`config.mk`:
```
export PLATFORM = sky130hd
export DESIGN_NAME = operand_mode_address_gen
export DESIGN_NICKNAME = d
export VERILOG_FILES = /design/src/rtl/operand_mode_pkg.sv /design/src/rtl/operand_mode_address_gen.sv
export SDC_FILE = /design/constraint.sdc
export NUM_CORES = 1
export LEC_CHECK = 0
export BUFFER_PORTS_ARGS = -buffer_cell sky130_fd_sc_hd__buf_4
export CAP_MARGIN = 20
export CORE_MARGIN = 4
export CORE_UTILIZATION = 60
export DETAILED_ROUTE_END_ITERATION = 10
export GPL_ROUTABILITY_DRIVEN = 0
export PLACE_DENSITY = 0.85
export RECOVER_POWER = 50
export SYNTH_ARGS = -nofsm -noshare
export SYNTH_HDL_FRONTEND = slang
export SYNTH_SLANG_ARGS = --single-unit
```
`constraint.sdc`:
```
create_clock -name clk_sys_i -period 10 [get_ports clk_sys_i]
set_clock_uncertainty 0.2 [all_clocks]
set_input_delay 1 -clock clk_sys_i [delete_from_list [all_inputs] [get_ports clk_sys_i]]
set_output_delay 1 -clock clk_sys_i [all_outputs]
set_load 0.02 [all_outputs]
```
`src/rtl/operand_mode_pkg.sv`:
```
package operand_mode_pkg;
  localparam logic [4:0] CODE_MEMREL_FRAME = 5'h10;
  localparam logic [4:0] CODE_MEMREL_STATIC = 5'h12;
  localparam logic [4:0] CODE_RESERVED = 5'h13;
  localparam logic [4:0] CODE_IMMEDIATE = 5'h14;
  localparam logic [4:0] CODE_ABSOLUTE = 5'h15;
  localparam logic [4:0] CODE_LINK_INDIRECT = 5'h16;
  localparam logic [4:0] CODE_STACK_TOP = 5'h17;
  localparam logic [1:0] GRP_REGISTER = 2'h0;
  localparam logic [1:0] GRP_REG_RELATIVE = 2'h1;
  localparam logic [2:0] GRP_MEM_SPACE = 3'h6;
  localparam logic [2:0] GRP_SCALED_INDEX = 3'h7;
  localparam logic [1:0] BASE_FRAME = 2'h0;
  localparam logic [1:0] BASE_STACK = 2'h1;
  localparam logic [1:0] BASE_STATIC = 2'h2;
  localparam logic [1:0] BASE_PROGRAM = 2'h3;
  localparam logic [1:0] KIND_REG = 2'h0;
  localparam logic [1:0] KIND_MEM = 2'h1;
  localparam logic [1:0] KIND_IMM = 2'h2;
  localparam logic [1:0] KIND_NONE = 2'h3;
  localparam int STACK_SEL_BIT = 0;
  localparam logic [4:0] LINK_ENTRY_SHIFT = 5'h02;
  localparam logic [31:0] WORD_RESET = 32'h00000000;
  localparam logic [2:0] COUNT_ONE_BYTE = 3'h1;
  localparam logic [2:0] COUNT_TWO_BYTES = 3'h2;
  typedef enum logic [5:0] {
    ST_IDLE = 6'h01,
    ST_INDEX = 6'h02,
    ST_DECODE = 6'h04,
    ST_DISP1 = 6'h08,
    ST_MEMRD = 6'h10,
    ST_DISP2 = 6'h20
  } state_t;
endpackage

```
`src/rtl/operand_mode_address_gen.sv`:
```
// Function
// - codes 0-7 name general or float register 0-7 directly, no address.
// - 8-15 add displacement to register; 24-27 to frame, stack, static, program.
// - 16-18 read pointer at disp1 plus base, then add disp2.
// - stack base is one of two stack pointers chosen by status word bit.
// - code 19 is reserved and flagged illegal.
// - code 20 takes the operand value from the instruction queue.
// - code 22 reads pointer from link table entry disp1, then adds disp2.
// - code 23 addresses top of selected stack, push on write, pop on read.
// - each request decodes one 5-bit general field; an instruction has up to two.
// - immediate rejected when written; no indexing of immediate or index base.
// - displacement and immediate bytes arrive most significant first.
`timescale 1ns/10ps
`default_nettype none
module operand_mode_address_gen (
  input wire logic clk_sys_i,
  input wire logic rst_b_i,
  input wire logic start_i,
  input wire logic [4:0] gen_code_i,
  input wire logic operand_write_i,
  input wire logic [1:0] op_size_i,
  input wire logic float_op_i,
  input wire logic byte_valid_i,
  input wire logic [7:0] byte_i,
  input wire logic byte_last_i,
  output logic byte_ready_o,
  output logic [2:0] base_reg_sel_o,
  input wire logic [31:0] base_reg_val_i,
  output logic [2:0] index_reg_sel_o,
  input wire logic [31:0] index_reg_val_i,
  input wire logic [31:0] frame_pointer_i,
  input wire logic [31:0] stack_ptr_zero_i,
  input wire logic [31:0] stack_ptr_one_i,
  input wire logic [31:0] static_base_i,
  input wire logic [31:0] program_counter_i,
  input wire logic [31:0] link_table_base_i,
  input wire logic [15:0] processor_status_word_i,
  output logic mem_rd_req_o,
  output logic [31:0] mem_rd_addr_o,
  input wire logic mem_rd_ack_i,
  input wire logic [31:0] mem_rd_data_i,
  output logic busy_o,
  output logic done_o,
  output logic illegal_o,
  output logic [1:0] op_kind_o,
  output logic [2:0] reg_num_o,
  output logic float_reg_o,
  output logic [31:0] effective_address_o,
  output logic [31:0] imm_value_o,
  output logic stack_push_o,
  output logic stack_pop_o
);
  logic rst_meta_r, rst_sync_b_r;
  operand_mode_pkg::state_t state_r, state_nxt;
  logic [4:0] mode_r;
  logic indexed_r, write_r, float_r, done_r, illegal_r, push_r, pop_r, float_reg_r, fin, bad;
  logic [1:0] scale_r, size_r, kind_r, fin_kind;
  logic [2:0] idx_reg_r, cnt_r, reg_num_r;
  logic [31:0] acc_r, disp1_r, ptr_r, ea_r, imm_r, fin_ea;

  // reset is released through two flops; only the second one is used
  always_ff @(posedge clk_sys_i or negedge rst_b_i)
  begin
    if (!rst_b_i)
    begin
      rst_meta_r <= 1'h0;
      rst_sync_b_r <= 1'h0;
    end
    else
    begin
      rst_meta_r <= 1'h1;
      rst_sync_b_r <= rst_meta_r;
    end
  end

  wire is_reg = (mode_r[4:3] == operand_mode_pkg::GRP_REGISTER);
  wire is_relreg = (mode_r[4:3] == operand_mode_pkg::GRP_REG_RELATIVE);
  wire is_memrel = (mode_r >= operand_mode_pkg::CODE_MEMREL_FRAME) && (mode_r <= operand_mode_pkg::CODE_MEMREL_STATIC);
  wire is_reserved = (mode_r == operand_mode_pkg::CODE_RESERVED);
  wire is_imm = (mode_r == operand_mode_pkg::CODE_IMMEDIATE);
  wire is_abs = (mode_r == operand_mode_pkg::CODE_ABSOLUTE);
  wire is_link = (mode_r == operand_mode_pkg::CODE_LINK_INDIRECT);
  wire is_top = (mode_r == operand_mode_pkg::CODE_STACK_TOP);
  wire is_index = (mode_r[4:2] == operand_mode_pkg::GRP_SCALED_INDEX);
  wire start_is_index = (gen_code_i[4:2] == operand_mode_pkg::GRP_SCALED_INDEX);

  // the status word picks user or interrupt stack for every stack-based mode
  wire stack_sel = processor_status_word_i[operand_mode_pkg::STACK_SEL_BIT];
  wire [31:0] stack_val = stack_sel ? stack_ptr_one_i : stack_ptr_zero_i;
  wire [31:0] dedicated_val = (mode_r[1:0] == operand_mode_pkg::BASE_FRAME) ? frame_pointer_i :
                              (mode_r[1:0] == operand_mode_pkg::BASE_STACK) ? stack_val :
                              (mode_r[1:0] == operand_mode_pkg::BASE_STATIC) ? static_base_i :
                              program_counter_i;
  wire [31:0] base_val = mode_r[4] ? dedicated_val : base_reg_val_i;
  wire [31:0] index_term = indexed_r ? (index_reg_val_i << scale_r) : operand_mode_pkg::WORD_RESET;
  wire [31:0] size_bytes = 32'h00000001 << size_r;
  // a push lowers the stack before the write, a pop reads at the current top
  wire [31:0] top_addr = write_r ? (stack_val - size_bytes) : stack_val;
  wire [31:0] ptr_addr = is_link ? (link_table_base_i + (disp1_r << operand_mode_pkg::LINK_ENTRY_SHIFT))
                                 : (disp1_r + dedicated_val);

  wire taking = byte_valid_i && byte_ready_o;
  wire [31:0] acc_nxt = {acc_r[23:0], byte_i};
  wire [2:0] cnt_nxt = cnt_r + 3'h1;
  // byte count sets the displacement width; longer fields keep the last four bytes
  wire [31:0] field_val = (cnt_nxt == operand_mode_pkg::COUNT_ONE_BYTE) ? {{24{acc_nxt[7]}}, acc_nxt[7:0]} :
                          (cnt_nxt == operand_mode_pkg::COUNT_TWO_BYTES) ? {{16{acc_nxt[15]}}, acc_nxt[15:0]} :
                          acc_nxt;

  assign byte_ready_o = (state_r == operand_mode_pkg::ST_INDEX) || (state_r == operand_mode_pkg::ST_DISP1) ||
                        (state_r == operand_mode_pkg::ST_DISP2);
  assign base_reg_sel_o = mode_r[2:0];
  assign index_reg_sel_o = idx_reg_r;
  assign mem_rd_req_o = (state_r == operand_mode_pkg::ST_MEMRD);
  assign mem_rd_addr_o = ptr_addr;
  assign busy_o = (state_r != operand_mode_pkg::ST_IDLE);

  always_comb
  begin
    state_nxt = state_r;
    fin = 1'h0;
    bad = 1'h0;
    fin_kind = operand_mode_pkg::KIND_MEM;
    fin_ea = operand_mode_pkg::WORD_RESET;
    unique case (state_r)
      operand_mode_pkg::ST_IDLE:
        if (start_i)
          state_nxt = start_is_index ? operand_mode_pkg::ST_INDEX : operand_mode_pkg::ST_DECODE;
      operand_mode_pkg::ST_INDEX:
        if (taking)
          state_nxt = operand_mode_pkg::ST_DECODE;
      operand_mode_pkg::ST_DECODE:
      begin
        state_nxt = operand_mode_pkg::ST_IDLE;
        if (is_reserved || (is_imm && write_r) || (indexed_r && (is_imm || is_index)))
          bad = 1'h1;
        else if (is_reg && !indexed_r)
        begin
          fin = 1'h1;
          fin_kind = operand_mode_pkg::KIND_REG;
        end
        else if (is_reg)
        begin
          // an indexed register base uses the register contents as the base address
          fin = 1'h1;
          fin_ea = base_reg_val_i + index_term;
        end
        else if (is_top)
        begin
          fin = 1'h1;
          fin_ea = top_addr + index_term;
        end
        else
          state_nxt = operand_mode_pkg::ST_DISP1;
      end
      operand_mode_pkg::ST_DISP1:
        if (taking && byte_last_i)
        begin
          if (is_imm)
          begin
            state_nxt = operand_mode_pkg::ST_IDLE;
            fin = 1'h1;
            fin_kind = operand_mode_pkg::KIND_IMM;
          end
          else if (is_memrel || is_link)
            state_nxt = operand_mode_pkg::ST_MEMRD;
          else
          begin
            state_nxt = operand_mode_pkg::ST_IDLE;
            fin = 1'h1;
            fin_ea = is_abs ? (field_val + index_term) : (field_val + base_val + index_term);
          end
        end
      operand_mode_pkg::ST_MEMRD:
        if (mem_rd_ack_i)
          state_nxt = operand_mode_pkg::ST_DISP2;
      operand_mode_pkg::ST_DISP2:
        if (taking && byte_last_i)
        begin
          state_nxt = operand_mode_pkg::ST_IDLE;
          fin = 1'h1;
          fin_ea = ptr_r + field_val + index_term;
        end
      default:
        state_nxt = operand_mode_pkg::ST_IDLE;
    endcase
  end

  always_ff @(posedge clk_sys_i or negedge rst_sync_b_r)
  begin
    if (!rst_sync_b_r)
    begin
      state_r <= operand_mode_pkg::ST_IDLE;
      mode_r <= 5'h00;
      indexed_r <= 1'h0;
      scale_r <= 2'h0;
      idx_reg_r <= 3'h0;
      write_r <= 1'h0;
      size_r <= 2'h0;
      float_r <= 1'h0;
    end
    else
    begin
      state_r <= state_nxt;
      if ((state_r == operand_mode_pkg::ST_IDLE) && start_i)
      begin
        mode_r <= gen_code_i;
        indexed_r <= start_is_index;
        scale_r <= gen_code_i[1:0];
        write_r <= operand_write_i;
        size_r <= op_size_i;
        float_r <= float_op_i;
      end
      else if ((state_r == operand_mode_pkg::ST_INDEX) && taking)
      begin
        mode_r <= byte_i[7:3];
        idx_reg_r <= byte_i[2:0];
      end
    end
  end

  always_ff @(posedge clk_sys_i or negedge rst_sync_b_r)
  begin
    if (!rst_sync_b_r)
    begin
      acc_r <= operand_mode_pkg::WORD_RESET;
      cnt_r <= 3'h0;
      disp1_r <= operand_mode_pkg::WORD_RESET;
      ptr_r <= operand_mode_pkg::WORD_RESET;
    end
    else
    begin
      if (taking && (state_r != operand_mode_pkg::ST_INDEX))
      begin
        acc_r <= byte_last_i ? operand_mode_pkg::WORD_RESET : acc_nxt;
        cnt_r <= byte_last_i ? 3'h0 : cnt_nxt;
      end
      if (taking && byte_last_i && (state_r == operand_mode_pkg::ST_DISP1))
      begin
        disp1_r <= field_val;
      end
      if ((state_r == operand_mode_pkg::ST_MEMRD) && mem_rd_ack_i)
      begin
        ptr_r <= mem_rd_data_i;
      end
    end
  end

  always_ff @(posedge clk_sys_i or negedge rst_sync_b_r)
  begin
    if (!rst_sync_b_r)
    begin
      done_r <= 1'h0;
      illegal_r <= 1'h0;
      push_r <= 1'h0;
      pop_r <= 1'h0;
      kind_r <= operand_mode_pkg::KIND_NONE;
      reg_num_r <= 3'h0;
      float_reg_r <= 1'h0;
      ea_r <= operand_mode_pkg::WORD_RESET;
      imm_r <= operand_mode_pkg::WORD_RESET;
    end
    else
    begin
      done_r <= fin || bad;
      illegal_r <= bad;
      push_r <= fin && is_top && write_r;
      pop_r <= fin && is_top && !write_r;
      if (fin || bad)
      begin
        kind_r <= bad ? operand_mode_pkg::KIND_NONE : fin_kind;
        reg_num_r <= mode_r[2:0];
        float_reg_r <= float_r && (fin_kind == operand_mode_pkg::KIND_REG);
        ea_r <= fin_ea;
        imm_r <= (fin_kind == operand_mode_pkg::KIND_IMM) ? acc_nxt : operand_mode_pkg::WORD_RESET;
      end
    end
  end

  assign done_o = done_r;
  assign illegal_o = illegal_r;
  assign stack_push_o = push_r;
  assign stack_pop_o = pop_r;
  assign op_kind_o = kind_r;
  assign reg_num_o = reg_num_r;
  assign float_reg_o = float_reg_r;
  assign effective_address_o = ea_r;
  assign imm_value_o = imm_r;
endmodule // operand_mode_address_gen
`default_nettype wire

```
==> flow_metrics.env, run 1 <==
export IMPL_cp_slowest_cell="mux4_2"
export IMPL_min_period_ps=7100
export IMPL_critPathMaxStageDelay_ps=570
export IMPL_critPathMostFrequentCell="a211oi_1"
export IMPL_cts_root_buf="clkbuf_16"
export IMPL_drt_initial_drc_count=3697
export IMPL_cts_buffers=17
export IMPL_grt_max_degree=66
export IMPL_required_ps=8800
export IMPL_synth_largest_area_cell="dfrtp_1"
export IMPL_cap_violations=4
export IMPL_initial_core_util_pct=60.6
export IMPL_status="finished with violations"
export IMPL_synth_edf_count=0
export IMPL_synth_top_area_share_pct=19.2
export IMPL_dr_pass1_iters=10
export IMPL_htreeDepth=4
export IMPL_mappedNetlistArea_um2=24100
export IMPL_dieArea_um2=43400
export IMPL_finalSetupTns_ps=0
export IMPL_path_buf_inv=2
export IMPL_antenna_found_initial=5
export IMPL_violations="capacitance limit, slew limit"
export IMPL_hold_viol=0
export IMPL_clk_latency_ps=500
export IMPL_critPathMaxFanout=49
export IMPL_setup_viol=0
export IMPL_yosysWarnings=0
export IMPL_num_nets_final=3890
export IMPL_p_per_area_nw_per_um2=247
export IMPL_grt_first_pass_wirelength_um=138000
export IMPL_finalPower_mw=6.97
export IMPL_grt_usage_pct=40.4
export IMPL_cts_path_max_buffers=2
export IMPL_place_port_buffers=426
export IMPL_crit_chain="buf_4, mux2_2, mux4_2, ha_1, fa_1, a211oi_1, nor2_1, a21oi_1, nor2_1, a211o_1, a211oi_1, o31ai_1, a31o_2, a211oi_1, o22ai_1, buf_4"
export IMPL_grt_pass1_vias=24800
export IMPL_async_reset_ff_share_pct=100
export IMPL_die_x_um=208
export IMPL_cp_top_family="compound AO/OA/AOI/OAI gates"
export IMPL_ff_latch_area_um2=4710
export IMPL_clk_pin_slew_worst_paths_ps=80
export IMPL_drive_gt1_share_pct=18.7
export IMPL_timing_final_crit_share_pct=71.0
export IMPL_postRouteAntennaNets=0
export IMPL_synth_fp_nets=3528
export IMPL_cts_resized=0
export IMPL_drc=0
export IMPL_cts_setup_buffers=0
export IMPL_rsz0062_at_grt="false"
export IMPL_n_fill_cell=3089
export IMPL_via_count=25600
export IMPL_hpwl_um=75400
export IMPL_end_kind="output pin"
export IMPL_multi_input_area_um2=18100
export IMPL_synth_cell_types=83
export IMPL_num_rows=73
export IMPL_relSlewSlack_pct=-146
export IMPL_grt_overflow_total=0
export IMPL_ctsHoldBuffers=0
export IMPL_ios=442
export IMPL_routedWlPerCell_um=24.1
export IMPL_worst_pin_slew_ps=3690
export IMPL_ys_ff_latch=188
export IMPL_vias_per_cell=6.72
export IMPL_syn_to_final_growth_pct=17.3
export IMPL_slew_viol_final=224
export IMPL_setup_worst_path_start_class="primary input"
export IMPL_crit_type="primary input to output pin"
export IMPL_yosysSeqAreaShare_pct=19.6
export IMPL_die_h_um=208
export IMPL_ys_flop_type="dfrtp_1"
export IMPL_hold_class="primary input to asynchronous set/reset pin"
export IMPL_final_core_util_pct=71.1
export IMPL_avgSynthCellArea_um2=8.27
export IMPL_coreArea_um2=39700
export IMPL_cts_sinks=188
export IMPL_synthTopCellsByArea="dfrtp_1 19%, ha_1 11%, fa_1 5.8%, a21oi_1 5.2%, mux2_2 5.0%"
export IMPL_peakVddDrop_v=0.000181
export IMPL_p_leak_nw=14.0
export IMPL_fmax_ghz=0.141
export IMPL_critical_path_arrival_ps=5900
export IMPL_cts_tree="done"
export IMPL_wl_um=91900
export IMPL_synthCells=2910
[sequential cells by signal, indices dropped and copies added, names as in the netlist, 2 cells and up]
register	flops
cnt_r	3
state_r	6
mode_r	5
op_kind_o	2
imm_value_o	32
ptr_r	32
effective_address_o	32
acc_r	24
index_reg_sel_o	3
disp1_r	32
scale_r	2
size_r	2
reg_num_o	3
[where the power goes]
group	internal [mW]	leakage (nW)	total [mW]	switching, mW
Sequential	0.909	2.51	1.10	0.191
Clock	0.355	0.315	0.761	0.405
Combinational	1.98	11.2	5.10	3.12
Total	3.25	14.0	6.97	3.72
[per-layer routing]
layer	vias up	wire, um	global-route usage, %
li1	11300	-	-
met1	12000	33800	53.0
met2	1990	40300	63.5
met3	353	12400	9.67
met4	0	5410	18.7
met5	-	0	0
[cell usage in the layout, fill, tap and decap left out, types with 17 or more instances in the layout]
cell type and instances:
nor3_1 47, o211ai_1 54, a211oi_1 51, clkbuf_16 17, dfrtp_1 182, nor2b_1 17, nor2_1 221, a31oi_1 32
ha_1 221, mux2_2 107, xor2_1 77, nand3_1 54, a21oi_1 250, nand2_1 259, a22o_1 34, inv_1 227
xnor2_1 129, mux4_2 32, a21o_1 80, nand2b_1 45, o21bai_1 24, and3_1 28, mux2i_1 59, o22ai_1 26
o21ai_0 165, fa_1 70, clkbuf_1 50, buf_4 408, o31ai_1 22, o21a_1 30
[cell families after synthesis]
family | share of synthesized area [%]
AO/OA/AOI/OAI | 24.8
XOR/XNOR | 7.50
adder cells (fa/ha/maj) | 17.3
buffers and inverters | 5.42
flip-flops | 19.6
multiplexers | 10.5
other | 0.0156
AND/OR/NAND/NOR | 14.9
[through the flow]
step | hold WS (ps) | area, um2 | setup WS, ps | std cells
after floorplan | 131 | 24100 | 3110 | 2910
after global placement | 137 | 27700 | 2980 | 3778
after detailed placement | 143 | 27700 | 2830 | 3778
after CTS | 56.1 | 28400 | 3030 | 3810
after global routing | 83.8 | 28200 | 2680 | 3814
final | 68.3 | 28200 | 2900 | 3816
[layout make-up]
| cell class | instances | share of cell area [%] |
|---|---|---|
| Clock inverter | 15 | 0.833 |
| Timing Repair Buffer | 458 | 11.5 |
| Multi-Input combinational cell | 2380 | 64.1 |
| Antenna cell | 6 | 0.0532 |
| Clock buffer | 17 | 1.51 |
| Inverter | 227 | 3.02 |
| Tap cell | 525 | 2.33 |
| Sequential cell | 188 | 16.7 |
[cell usage after synthesis (all sizes together), types with 8 or more instances]
master	number
xor2	77
or3	14
ha	221
fa	70
o21a	30
a21o	80
o21bai	24
nand2b	45
a31oi	33
mux2	108
o211ai	54
mux4	32
nor3b	13
dfrtp	185
a2111oi	8
buf	24
nor3	48
and2	16
inv	227
a22oi	11
nor2b	17
o21ai	168
and3	28
nand2	259
mux2i	59
a21oi	250
xnor2	129
nor2	224
or2	10
a221oi	16
a211oi	51
o31ai	22
nand3	54
o22ai	26
a22o	34
a211o	9
clkbuf	91
nand4	16
[final timing paths]
| kind | startpoint | depth (start not counted) | slack, ps | end |
|---|---|---|---|---|
| worst max-delay path | processor_status_word_i[0] | 16 | 2900 | mem_rd_addr_o[28] |
| worst min-delay path | rst_b_i | 1 | 70 | rst_sync_b_r |
| worst max register to register | cnt_r[0] | 17 | 3900 | effective_address_o[28] |
| worst min register to register | rst_meta_r | 0 | 160 | rst_sync_b_r |
| max in group asynchronous | rst_sync_b_r | 1 | 4270 | ptr_r[30] |
| min in group clk_sys_i | rst_meta_r | 0 | 160 | rst_sync_b_r |
(Power assumes the default switching activity.)
==> inputs of run 2 (changes only) <==
- CORE_UTILIZATION: 60 -> 53
- PLACE_DENSITY: 0.85 -> 0.8
- clock period: 10 -> 5.82 ns (I/O delays scaled with it)
==> flow_metrics.env, run 2 (synthesis results as in run 1) <==
export IMPL_critical_path_arrival_ps=4860
export IMPL_rsz0062_at_grt="false"
export IMPL_timing_rr_end="effective_address_o[28]"
export IMPL_antenna_found_initial=3
export IMPL_clock_power_share_pct=10.4
export IMPL_peakVddDrop_v=0.000259
export IMPL_cp_slowest_cell="mux4_2"
export IMPL_layout_commonest_cell="buf_4"
export IMPL_cts_path_max_buffers=2
export IMPL_place_port_buffers=426
export IMPL_startpoint="processor_status_word_i[0]"
export IMPL_post_place_ws_ps=-41.6
export IMPL_placed_cells=3903
export IMPL_initial_core_util_pct=54.1
export IMPL_wl_um=93800
export IMPL_grt_overflow_total=0
export IMPL_clk_latency_ps=490
export IMPL_critPathMaxStageDelay_ps=570
export IMPL_swShare_pct=53.1
export IMPL_wl_met1_um=35500
export IMPL_ff_latch_area_um2=4710
export IMPL_routedWlPerCell_um=23.8
export IMPL_dr_pass1_iters=9
export IMPL_hold_ws_ps=87.3
export IMPL_cp_top_family="compound AO/OA/AOI/OAI gates"
export IMPL_fmax_ghz=0.177
export IMPL_violations="capacitance limit, slew limit"
export IMPL_whs_endpoint="float_r"
export IMPL_crit_chain="buf_4, buf_4, buf_4, mux2_2, mux4_2, ha_1, nand3_1, nor4b_1, nor2_1, a21oi_1, a21oi_1, o41ai_1, a31oi_1, xor2_1, mux2i_1, buf_4"
export IMPL_multi_input_area_um2=18200
export IMPL_worstHoldPathCells=3
export IMPL_clk_pin_slew_worst_paths_ps=80
export IMPL_die_x_um=221
export IMPL_ios=442
export IMPL_dr_wl_met3_um=11800
export IMPL_via_count=25500
export IMPL_cts_root_buf="clkbuf_16"
export IMPL_slew_viol_final=189
export IMPL_cts_sinks=188
export IMPL_comb_power_share_pct=74.0
export IMPL_hold_viol=0
export IMPL_min_period_ps=5640
export IMPL_p_per_area_nw_per_um2=425
export IMPL_relSlewSlack_pct=-99.6
export IMPL_drt_initial_drc_count=3309
export IMPL_syn_to_final_growth_pct=19.4
export IMPL_switching_power_mw=6.48
export IMPL_reg2regPathDepth=21
export IMPL_timing_final_crit_share_pct=97.0
export IMPL_drive_gt1_share_pct=19.8
export IMPL_internal_power_mw=5.73
export IMPL_setup_viol=0
export IMPL_timing_rr_start="size_r[1]"
export IMPL_path_depth=16
export IMPL_cap_violations=2
export IMPL_dieArea_um2=48900
export IMPL_layout_common_cells="441 x buf_4, 258 x nand2_1, 244 x a21oi_1"
export IMPL_num_nets_final=3954
export IMPL_worst_pin_slew_ps=2990
export IMPL_n_fill_cell=3730
export IMPL_vias_per_cell=6.47
export IMPL_grt_max_degree=119
export IMPL_path_buf_inv=4
export IMPL_finalSetupTns_ps=0
export IMPL_status="finished with violations"
export IMPL_r2r_slack_ps=310
export IMPL_cts_buffers=17
export IMPL_end_kind="output pin"
export IMPL_coreArea_um2=44500
export IMPL_wl_met2_um=41600
export IMPL_pwr_share_seq_pct=15.6
export IMPL_grt_first_pass_wirelength_um=141000
export IMPL_drc=0
export IMPL_crit_type="primary input to output pin"
export IMPL_htreeDepth=4
export IMPL_top_layer="met5"
export IMPL_grt_pass1_vias=24800
export IMPL_critPathMostFrequentCell="buf_4"
export IMPL_die_h_um=221
export IMPL_num_rows=77
export IMPL_setup_worst_path_start_class="primary input"
export IMPL_p_leak_nw=14.2
export IMPL_hp_start="float_op_i"
export IMPL_required_ps=5040
export IMPL_hold_class="primary input to register"
export IMPL_cts_tree="done"
export IMPL_setup_ws_ps=176
export IMPL_critPathMaxFanout=12
export IMPL_postRouteAntennaNets=0
export IMPL_fin_cells=3943
export IMPL_grt_usage_pct=36.6
export IMPL_hpwl_um=78100
run 2: cell types whose count changed in the layout (fill, tap and decap cells not counted), moves of 4 or more:
| cell | change |
|---|---|
| diode_2 | -4 |
| a21oi_1 | -6 |
| a211oi_1 | -4 |
| buf_4 | +33 |
| clkbuf_1 | +28 |
| a211oi_2 | +4 |
| a21oi_2 | +6 |
run 2: metal layers:
metal | up-vias | GRT usage, %
met5 | - | 0
met4 | 4 | 16.8
met3 | 293 | 9.21
met2 | 1807 | 57.8
met1 | 11900 | 47.5
li1 | 11500 | -
run 2: worst min-delay path, cell delays in order:
cell     delay (ps)
buf_4            80
nand2_1          40
nand2_1          50
run 2: final cells by class:
type                       instances  share of cell area [%]
multi-input combinational       2380                    63.2
sequential                       188                    16.4
timing repair buffer             522                    12.7
inverter                         227                    2.96
tap                              592                    2.58
clock buffer                      17                    1.48
clock inverter                    15                   0.731
antenna                            2                  0.0174
run 2: per-stage QoR:
stage | util [%] | power, mW | cell area, um2
floorplan | - | 7.81 | 24100
global placement | 63.6 | 10.4 | 28300
detailed placement | 63.6 | 10.6 | 28300
CTS | 65.1 | 12.0 | 29000
global route | 64.6 | 13.0 | 28700
finish | 64.6 | 12.2 | 28700
run 2: power groups by stage:
stage               Combinational (mW)  Clock (mW)  Sequential, mW
floorplan                         5.90           0            1.92
global placement                  8.44           0            1.92
detailed placement                8.69           0            1.93
CTS                               8.78        1.28            1.91
global route                      9.70        1.33            1.93
finish                            9.03        1.27            1.91
run 2: timing repair:
item                                    4_1_cts  5_1_grt
hold endpoints to repair                      2        0
endpoints found under the setup margin        0       12
hold buffers                                  1        0
buffers inserted                              0        5
resized for setup                             0       14
run 2: how the worst max path moves through the flow:
stage	end	slack, ps
2_1_floorplan	effective_address_o[28]	9
3_3_place_gp	effective_address_o[28]	40
3_5_place_dp	effective_address_o[28]	-40
4_1_cts	mem_rd_addr_o[28]	50
5_1_grt	effective_address_o[28]	20
6_report	mem_rd_addr_o[29]	180
